### src/design/hbs_map.vh
`ifndef HBS_MAP_VH
`define HBS_MAP_VH
// register byte offsets
`define HBS_ADR_CTRL       8'h00
`define HBS_ADR_MAG        8'h04
`define HBS_ADR_OPEN       8'h08
`define HBS_ADR_CLOSE      8'h0c
`define HBS_ADR_THRESH     8'h10
`define HBS_ADR_MONITOR    8'h14
`define HBS_ADR_PCANCEL    8'h18
`define HBS_ADR_POWER      8'h1c
`define HBS_ADR_STATUS     8'h20
`define HBS_ADR_SPEED      8'h24
// control register fields
`define HBS_CTRL_ON        0
`define HBS_CTRL_NSTOP     1
`define HBS_CTRL_FSTOP     2
`define HBS_CTRL_CSTOP     3
`define HBS_CTRL_CSRC      4
`define HBS_CTRL_W         5
// reset values (intervals in ticks, speed in rpm, power in kW)
`define HBS_RST_MAG        16'h0000
`define HBS_RST_OPEN       16'h0064
`define HBS_RST_CLOSE      16'h0064
`define HBS_RST_THRESH     16'h0014
`define HBS_RST_MONITOR    16'hffff
`define HBS_RST_PCANCEL    16'h000a
`define HBS_RST_POWER      16'h0000
// timebase: 1 ms tick at 200 MHz
`define HBS_TICK_NS        1000000
`define HBS_CLK_NS         5
// ramp lengthening below this power (kW)
`define HBS_POWER_LOW      16'h0002
`endif

### src/design/hbs_sequencer.v
// Function
// - A switch-on command first magnetizes the motor before any brake action.
// - When the magnetizing interval expires the brake-open command is asserted.
// - After brake-open the motor is held at zero speed for the brake opening time.
// - When the opening time ends the speed hold is released and the motor ramps to setpoint.
// - A normal or fast stop decelerates the motor toward zero with the brake still open.
// - While decelerating, setpoint below the threshold starts the standstill monitor timer.
// - While decelerating, actual speed below the threshold starts the pulse-cancel timer.
// - Brake-close is asserted as soon as the first of those two timers expires.
// - After brake-close on a normal or fast stop the motor stays powered at standstill.
// - After the brake closing time the motor power is switched off.
// - A coast stop closes the brake at once regardless of speed, skipping the closing time.
// - A nonzero resistor braking power setting below HBS_POWER_LOW lengthens ramp-down; it resets to zero.
// - The coast stop source may be a digital input carrying resistor overtemperature.
`timescale 1ns/1ps
`include "hbs_map.vh"
module hbs_sequencer #(
   parameter TICK_DIV = `HBS_TICK_NS / `HBS_CLK_NS
) (
   input  wire        clk,
   input  wire        rst,
   input  wire        wb_cyc_i,
   input  wire        wb_stb_i,
   input  wire        wb_we_i,
   input  wire [7:0]  wb_adr_i,
   input  wire [3:0]  wb_sel_i,
   input  wire [31:0] wb_dat_i,
   output reg  [31:0] wb_dat_o,
   output reg         wb_ack_o,
   input  wire [15:0] speed_setpoint,
   input  wire [15:0] actual_speed,
   input  wire        overtemp_in,
   output reg         motor_power,
   output reg         brake_open,
   output reg         speed_hold,
   output reg         ramp_down,
   output reg         ramp_extend
);
   // one-hot states
   localparam S_IDLE  = 6'b000001;
   localparam S_MAG   = 6'b000010;
   localparam S_OPEN  = 6'b000100;
   localparam S_RUN   = 6'b001000;
   localparam S_DECEL = 6'b010000;
   localparam S_CLOSE = 6'b100000;

   reg [`HBS_CTRL_W-1:0] ctrl_reg;
   reg [15:0]            mag_reg;
   reg [15:0]            open_reg;
   reg [15:0]            close_reg;
   reg [15:0]            thresh_reg;
   reg [15:0]            monitor_reg;
   reg [15:0]            pcancel_reg;
   reg [15:0]            power_reg;
   reg [5:0]             state_reg;
   reg [5:0]             state_next;
   reg                   ot_meta_reg;
   reg                   ot_sync_reg;
   reg                   mon_started_reg;
   reg                   pc_started_reg;

   wire tick;
   wire wb_req = wb_cyc_i && wb_stb_i && !wb_ack_o;
   wire wb_wr  = wb_req && wb_we_i;

   // each set byte lane enable on the low half writes its byte of the 16-bit settings
   function [15:0] lane16;
      input [15:0] old;
      input [31:0] dat;
      input [3:0]  sel;
      begin
         lane16 = {sel[1] ? dat[15:8] : old[15:8], sel[0] ? dat[7:0] : old[7:0]};
      end
   endfunction

   // coast stop from software or, when selected, the overtemperature input
   wire coast = ctrl_reg[`HBS_CTRL_CSTOP] ||
                (ctrl_reg[`HBS_CTRL_CSRC] && ot_sync_reg);
   wire stop  = ctrl_reg[`HBS_CTRL_NSTOP] || ctrl_reg[`HBS_CTRL_FSTOP];
   wire on    = ctrl_reg[`HBS_CTRL_ON] && !stop;

   // threshold comparisons used while decelerating
   wire set_low = speed_setpoint < thresh_reg;
   wire act_low = actual_speed < thresh_reg;

   wire mag_done;
   wire open_done;
   wire close_done;
   wire mon_done;
   wire pc_done;

   // entry and threshold strobes for timer loads
   wire enter_mag   = state_reg[0] && on && !coast;
   wire enter_open  = state_reg[1] && mag_done && !coast;
   wire enter_close = state_reg[4] && (mon_done || pc_done) && !coast;
   wire mon_load    = state_reg[4] && set_low && !mon_started_reg;
   wire pc_load     = state_reg[4] && act_low && !pc_started_reg;

   // overtemperature pin synchroniser
   always @(posedge clk or posedge rst) begin
      if (rst) begin
         ot_meta_reg <= 1'b0;
         ot_sync_reg <= 1'b0;
      end else begin
         ot_meta_reg <= overtemp_in;
         ot_sync_reg <= ot_meta_reg;
      end
   end

   hbs_tick #(
      .DIV (TICK_DIV)
   ) u_tick (
      .clk  (clk),
      .rst  (rst),
      .tick (tick)
   );

   // interval counters leaving the state drops run and so cancels them
   hbs_timer #(.W(16)) u_mag (
      .clk (clk), .rst (rst), .load (enter_mag), .run (state_reg[1] && !coast),
      .tick (tick), .value (mag_reg), .done (mag_done)
   );
   hbs_timer #(.W(16)) u_open (
      .clk (clk), .rst (rst), .load (enter_open), .run (state_reg[2] && !coast),
      .tick (tick), .value (open_reg), .done (open_done)
   );
   hbs_timer #(.W(16)) u_close (
      .clk (clk), .rst (rst), .load (enter_close), .run (state_reg[5] && !coast),
      .tick (tick), .value (close_reg), .done (close_done)
   );
   hbs_timer #(.W(16)) u_mon (
      .clk (clk), .rst (rst), .load (mon_load), .run (state_reg[4] && !coast),
      .tick (tick), .value (monitor_reg), .done (mon_done)
   );
   hbs_timer #(.W(16)) u_pc (
      .clk (clk), .rst (rst), .load (pc_load), .run (state_reg[4] && !coast),
      .tick (tick), .value (pcancel_reg), .done (pc_done)
   );

   // sequencer next state
   always @* begin
      state_next = state_reg;
      if (coast) begin
         state_next = S_IDLE;
      end else begin
         case (state_reg)
            S_IDLE: begin
               if (on) state_next = S_MAG;
            end
            S_MAG: begin
               if (stop || !ctrl_reg[`HBS_CTRL_ON]) state_next = S_IDLE;
               else if (mag_done) state_next = S_OPEN;
            end
            S_OPEN: begin
               if (stop) state_next = S_DECEL;
               else if (open_done) state_next = S_RUN;
            end
            S_RUN: begin
               if (stop || !ctrl_reg[`HBS_CTRL_ON]) state_next = S_DECEL;
            end
            S_DECEL: begin
               if (mon_done || pc_done) state_next = S_CLOSE;
            end
            S_CLOSE: begin
               if (close_done) state_next = S_IDLE;
            end
            default: state_next = S_IDLE;
         endcase
      end
   end

   // state, timer start flags and registered motor outputs
   always @(posedge clk or posedge rst) begin
      if (rst) begin
         state_reg       <= S_IDLE;
         mon_started_reg <= 1'b0;
         pc_started_reg  <= 1'b0;
         motor_power     <= 1'b0;
         brake_open      <= 1'b0;
         speed_hold      <= 1'b0;
         ramp_down       <= 1'b0;
         ramp_extend     <= 1'b0;
      end else begin
         state_reg       <= state_next;
         mon_started_reg <= state_next[4] && (mon_started_reg || mon_load);
         pc_started_reg  <= state_next[4] && (pc_started_reg || pc_load);
         // powered through magnetizing, open, run, decel and closing time
         motor_power     <= !state_next[0];
         // open from end of magnetizing until the close command
         brake_open      <= state_next[2] || state_next[3] || state_next[4];
         // hold zero speed while magnetizing and opening, and at standstill while closing
         speed_hold      <= state_next[1] || state_next[2] || state_next[5];
         ramp_down       <= state_next[4];
         ramp_extend     <= state_next[4] && (power_reg != 16'h0000) &&
                            (power_reg < `HBS_POWER_LOW);
      end
   end

   // wishbone slave: one-cycle ack, writes at the acked edge
   always @(posedge clk or posedge rst) begin
      if (rst) begin
         wb_ack_o    <= 1'b0;
         wb_dat_o    <= 32'h00000000;
         ctrl_reg    <= {`HBS_CTRL_W{1'b0}};
         mag_reg     <= `HBS_RST_MAG;
         open_reg    <= `HBS_RST_OPEN;
         close_reg   <= `HBS_RST_CLOSE;
         thresh_reg  <= `HBS_RST_THRESH;
         monitor_reg <= `HBS_RST_MONITOR;
         pcancel_reg <= `HBS_RST_PCANCEL;
         power_reg   <= `HBS_RST_POWER;
      end else begin
         wb_ack_o <= wb_req;
         if (wb_wr) begin
            case (wb_adr_i)
               `HBS_ADR_CTRL:    if (wb_sel_i[0]) ctrl_reg <= wb_dat_i[`HBS_CTRL_W-1:0];
               `HBS_ADR_MAG:     mag_reg     <= lane16(mag_reg, wb_dat_i, wb_sel_i);
               `HBS_ADR_OPEN:    open_reg    <= lane16(open_reg, wb_dat_i, wb_sel_i);
               `HBS_ADR_CLOSE:   close_reg   <= lane16(close_reg, wb_dat_i, wb_sel_i);
               `HBS_ADR_THRESH:  thresh_reg  <= lane16(thresh_reg, wb_dat_i, wb_sel_i);
               `HBS_ADR_MONITOR: monitor_reg <= lane16(monitor_reg, wb_dat_i, wb_sel_i);
               `HBS_ADR_PCANCEL: pcancel_reg <= lane16(pcancel_reg, wb_dat_i, wb_sel_i);
               `HBS_ADR_POWER:   power_reg   <= lane16(power_reg, wb_dat_i, wb_sel_i);
               default: ;
            endcase
         end
         if (wb_req && !wb_we_i) begin
            case (wb_adr_i)
               `HBS_ADR_CTRL:    wb_dat_o <= {27'h0000000, ctrl_reg};
               `HBS_ADR_MAG:     wb_dat_o <= {16'h0000, mag_reg};
               `HBS_ADR_OPEN:    wb_dat_o <= {16'h0000, open_reg};
               `HBS_ADR_CLOSE:   wb_dat_o <= {16'h0000, close_reg};
               `HBS_ADR_THRESH:  wb_dat_o <= {16'h0000, thresh_reg};
               `HBS_ADR_MONITOR: wb_dat_o <= {16'h0000, monitor_reg};
               `HBS_ADR_PCANCEL: wb_dat_o <= {16'h0000, pcancel_reg};
               `HBS_ADR_POWER:   wb_dat_o <= {16'h0000, power_reg};
               `HBS_ADR_STATUS:  wb_dat_o <= {20'h00000, ot_sync_reg, ramp_extend, ramp_down,
                                              speed_hold, brake_open, motor_power, state_reg};
               `HBS_ADR_SPEED:   wb_dat_o <= {actual_speed, speed_setpoint};
               default:          wb_dat_o <= 32'h00000000;
            endcase
         end
      end
   end
endmodule // hbs_sequencer

### src/design/hbs_tick.v
`timescale 1ns/1ps
`include "hbs_map.vh"
// one-cycle timebase enable from a free divider
module hbs_tick #(
   parameter DIV = `HBS_TICK_NS / `HBS_CLK_NS
) (
   input  wire clk,
   input  wire rst,
   output reg  tick
);
   reg [23:0] cnt_reg;

   // count down and pulse on wrap
   always @(posedge clk or posedge rst) begin
      if (rst) begin
         cnt_reg <= 24'h000000;
         tick    <= 1'b0;
      end else if (cnt_reg == 24'h000000) begin
         cnt_reg <= DIV[23:0] - 24'h000001;
         tick    <= 1'b1;
      end else begin
         cnt_reg <= cnt_reg - 24'h000001;
         tick    <= 1'b0;
      end
   end
endmodule // hbs_tick

### src/design/hbs_timer.v
`timescale 1ns/1ps
// down-counter: load, count on tick, level done when zero
module hbs_timer #(
   parameter W = 16
) (
   input  wire         clk,
   input  wire         rst,
   input  wire         load,
   input  wire         run,
   input  wire         tick,
   input  wire [W-1:0] value,
   output wire         done
);
   reg [W-1:0] cnt_reg;
   reg         arm_reg;

   assign done = arm_reg && (cnt_reg == {W{1'b0}});

   // load wins, else step down while running
   always @(posedge clk or posedge rst) begin
      if (rst) begin
         cnt_reg <= {W{1'b0}};
         arm_reg <= 1'b0;
      end else if (load) begin
         cnt_reg <= value;
         arm_reg <= 1'b1;
      end else if (!run) begin
         arm_reg <= 1'b0;
      end else if (tick && cnt_reg != {W{1'b0}}) begin
         cnt_reg <= cnt_reg - {{(W-1){1'b0}}, 1'b1};
      end
   end
endmodule // hbs_timer

### config.mk
export PLATFORM = sky130hd
export DESIGN_NAME = hbs_sequencer
export DESIGN_NICKNAME = d
export VERILOG_FILES = /design/src/design/hbs_sequencer.v /design/src/design/hbs_tick.v /design/src/design/hbs_timer.v
export VERILOG_INCLUDE_DIRS = /design/src /design/src/design
export SDC_FILE = /design/constraint.sdc
export NUM_CORES = 1
export LEC_CHECK = 0
export ABC_AREA = 0
export BUFFER_PORTS_ARGS = -buffer_cell sky130_fd_sc_hd__buf_4
export CAP_MARGIN = 20
export CORE_ASPECT_RATIO = 1.25
export CORE_MARGIN = 2
export CORE_UTILIZATION = 40
export DETAILED_ROUTE_END_ITERATION = 8
export SYNTH_ARGS = -nofsm -noshare
export SYNTH_HDL_FRONTEND = slang
export SYNTH_SLANG_ARGS = --single-unit
export TNS_END_PERCENT = 1
### constraint.sdc
create_clock -name clk -period 10.5 [get_ports clk]
set_input_delay 0.525 -clock clk [delete_from_list [all_inputs] [get_ports clk]]
set_output_delay 0.525 -clock clk [all_outputs]
set_load 0.01 [all_outputs]
==> impl_metrics.toml <==
[timing]
slew_headroom_pct = 30.9
min_period_over_period_pct = 30.3
hold_viol_final = 0
final-setup-viol-count = 0
rsz0062_at_grt = "no"
period_minus_slack_ns = 3.18
worst_pin_slew_ns = 1.03
layout_setup_ws_ns = 7.32
final_max_slew_viol_count = 0
clock_skew_ns = 0.0249
clock.fmax_mhz = 315
tns_ns = 0

[drt]
totalWireLength_mm = 42.8
drt_iter0_markers = 828
firstDrtPassIters = 7
ant_nets = 0
wire_per_inst_um = 22.4
vias = 11000
vias_per_cell = 5.77
drc = 0

[synthesis]
yosysMostFrequentCell = "dfrtp_1"
synth_commonest_cells = "dfrtp_1, mux2_2, nor2_1"
synth_warnings = 0
avgSynthCellArea_um2 = 10.8
yosysSeqAreaShare_pct = 48.4
ys_ff_latch = 274
ys.flop_type = "dfrtp_1"
synth_top_area_cell = "dfrtp_1"
yosys-top-cells-area = "dfrtp_1, mux2_2, dfstp_2, ha_1, nor2_1"
syn_inst = 1315
synthesis.area_mm2 = 0.0142
synth_cell_types = 81
synth_edf_count = 0
syn-num-nets = 1439
yosysTopAreaCellShare_pct = 43.4
synthArstFlopShare_pct = 100

[run_status]
status = "finished, final reports clean"

[floorplan]
die-area_mm2 = 0.0371
fp.coreArea_mm2 = 0.0353
die_w_um = 173
die_y_um = 215
fp-row-count = 77
io_pins = 120
start_util_pct = 40.3

[setup_path]
path_cells = "and3b_1, nand2b_1, buf_4, nor3_1, and3_1, and2_1, a22o_1"
critPathBufInv = 1
critPathRequiredTime_ns = 11.00
cp_max_fo = 35
crit_family = "simple AND/OR/NAND/NOR gates"
critPathLaunchType = "register"
slowest_delay_ns = 0.82
end_kind = "register"
crit_slowest_cell = "and3_1"
critical_path_class = "reg -> reg"
worstPathArrival_ns = 3.68

[clock_tree]
clock_path_buffers = 3
htree_levels = 1
cts_num_sinks = 274
hold_buffers = 0
cts_setup_buffers = 0
cts_buffers = 30
root_buffer = "clkbuf_16"
post_cts_resized = 0
clk_pin_slew_ns = 0.07
clk_latency_ns = 0.58
cts_tree = "yes"

[global_route]
grt_pass1_wl_mm = 66.1
grt_max_degree = 105
overflow = 0
track_usage_pct = 22.9
first_global_vias = 11100
antenna_found_initial = 1

[finish]
antenna_cells = 0
fillers = 3364
instances_no_fill = 1910
fin_area_mm2 = 0.0166
drive_above_1_share_pct = 26.5
area.growth.synth_to_final_pct = 16.4
largest_reg_flops = 32
utilization_pct = 47.0
nets = 1536

[place]
routabilityCongestion = 0.884
post-place-ws_ns = 7.16
dp_hpwl_mm = 31.7
portBuffers = 101
place_area_mm2 = 0.0155
post-place-cells = 1853

[power_and_ir_drop]
ir_drop_v = 0.000114
power.leakage_nw = 7.74
swShare_pct = 24.0
cellPowerDensity_mw_per_mm2 = 141
power_frac_comb_pct = 6.5
p_seq_share_pct = 46.1
clock_power_share_pct = 47.3
intPower_mw = 1.78
switchingPower_mw = 0.561

[worst_hold_path]
hp-class = "in -> async"

[job]
max-cap-violations = 0
area by class of cell:
| cell class | count | area (um2) | share of cell area [%] |
|---|---|---|---|
| flip-flops and latches | 274 | 6890 | 41.6 |
| multi-input cells | 943 | 6950 | 42.0 |
| repair buffers | 120 | 908 | 5.49 |
| inverters | 43 | 169 | 1.02 |
| clock buffers | 40 | 868 | 5.24 |
| well taps | 474 | 593 | 3.58 |
| clock inverters | 16 | 181 | 1.10 |
power groups by stage:
| stage | Combinational (mW) | Sequential [mW] | Clock, mW |
|---|---|---|---|
| 3_5_place_dp | 0.153 | 1.10 | 0 |
| 2_1_floorplan | 0.0869 | 1.09 | 0 |
| 3_3_place_gp | 0.152 | 1.10 | 0 |
| 6_report | 0.153 | 1.08 | 1.11 |
| 4_1_cts | 0.154 | 1.08 | 1.13 |
| 5_1_grt | 0.170 | 1.08 | 1.17 |
kinds of logic (layout without fill, tap and decap cells):
kind of cell / count (synthesis) / count (layout) / share of synthesized area (%)
AO/OA/AOI/OAI: 259 / 259 / 12.7
XOR/XNOR: 81 / 81 / 4.99
adder cells (fa/ha/maj): 43 / 43 / 3.77
buffers and inverters: 98 / 219 / 2.92
flip-flops: 274 / 274 / 48.4
multiplexers: 160 / 160 / 12.6
AND/OR/NAND/NOR: 400 / 400 / 14.6
placed cells by master, fill, tap and decap left out, types with 9 or more instances in the layout:
cell type	instances
nand3_1	40
ha_1	42
nor3_1	31
buf_4	119
and3_1	13
inv_1	42
nor2_1	104
mux2i_1	10
a221oi_1	9
mux2_2	150
nor4_1	27
a22oi_1	21
a222oi_1	16
a221o_1	12
nand2_1	89
or4_1	9
clkbuf_16	30
nand4_1	12
dfrtp_1	247
a21oi_1	68
a22o_1	26
xnor2_1	37
o21ai_0	45
dfstp_2	27
xor2_1	44
path summary, 6_finish.rpt:
path / from / to / slack, ns / cells after the start
setup / recovery: wb_ack_o / wb_dat_o[25] / 7.32 / 7
hold / removal: rst / thresh_reg[0] / 0.05 / 2
setup reg to reg: wb_ack_o / wb_dat_o[25] / 7.32 / 7
hold reg to reg: ot_meta_reg / ot_sync_reg / 0.37 / 0
max in group asynchronous: rst / u_tick.cnt_reg[21] / 8.45 / 4
min in group clk: overtemp_in / ot_meta_reg / 0.05 / 1
metrics by stage:
step | hold WS [ns] | power, mW
4_1_cts | 0.0340 | 2.36
5_1_grt | 0.0410 | 2.42
3_5_place_dp | 0.355 | 1.25
2_1_floorplan | 0.331 | 1.18
3_3_place_gp | 0.360 | 1.25
6_report | 0.0482 | 2.34
metal layers:
layer | global-route usage, % | part of all wire, % | wire length (um)
met1 | 28.5 | 41 | 17500
met2 | 40.7 | 51 | 21900
met3 | 2.32 | 3.8 | 1610
met4 | 9.41 | 4.1 | 1760
met5 | 0 | 0.037 | 16
No activity file was read; power rests on OpenSTA's default activity.
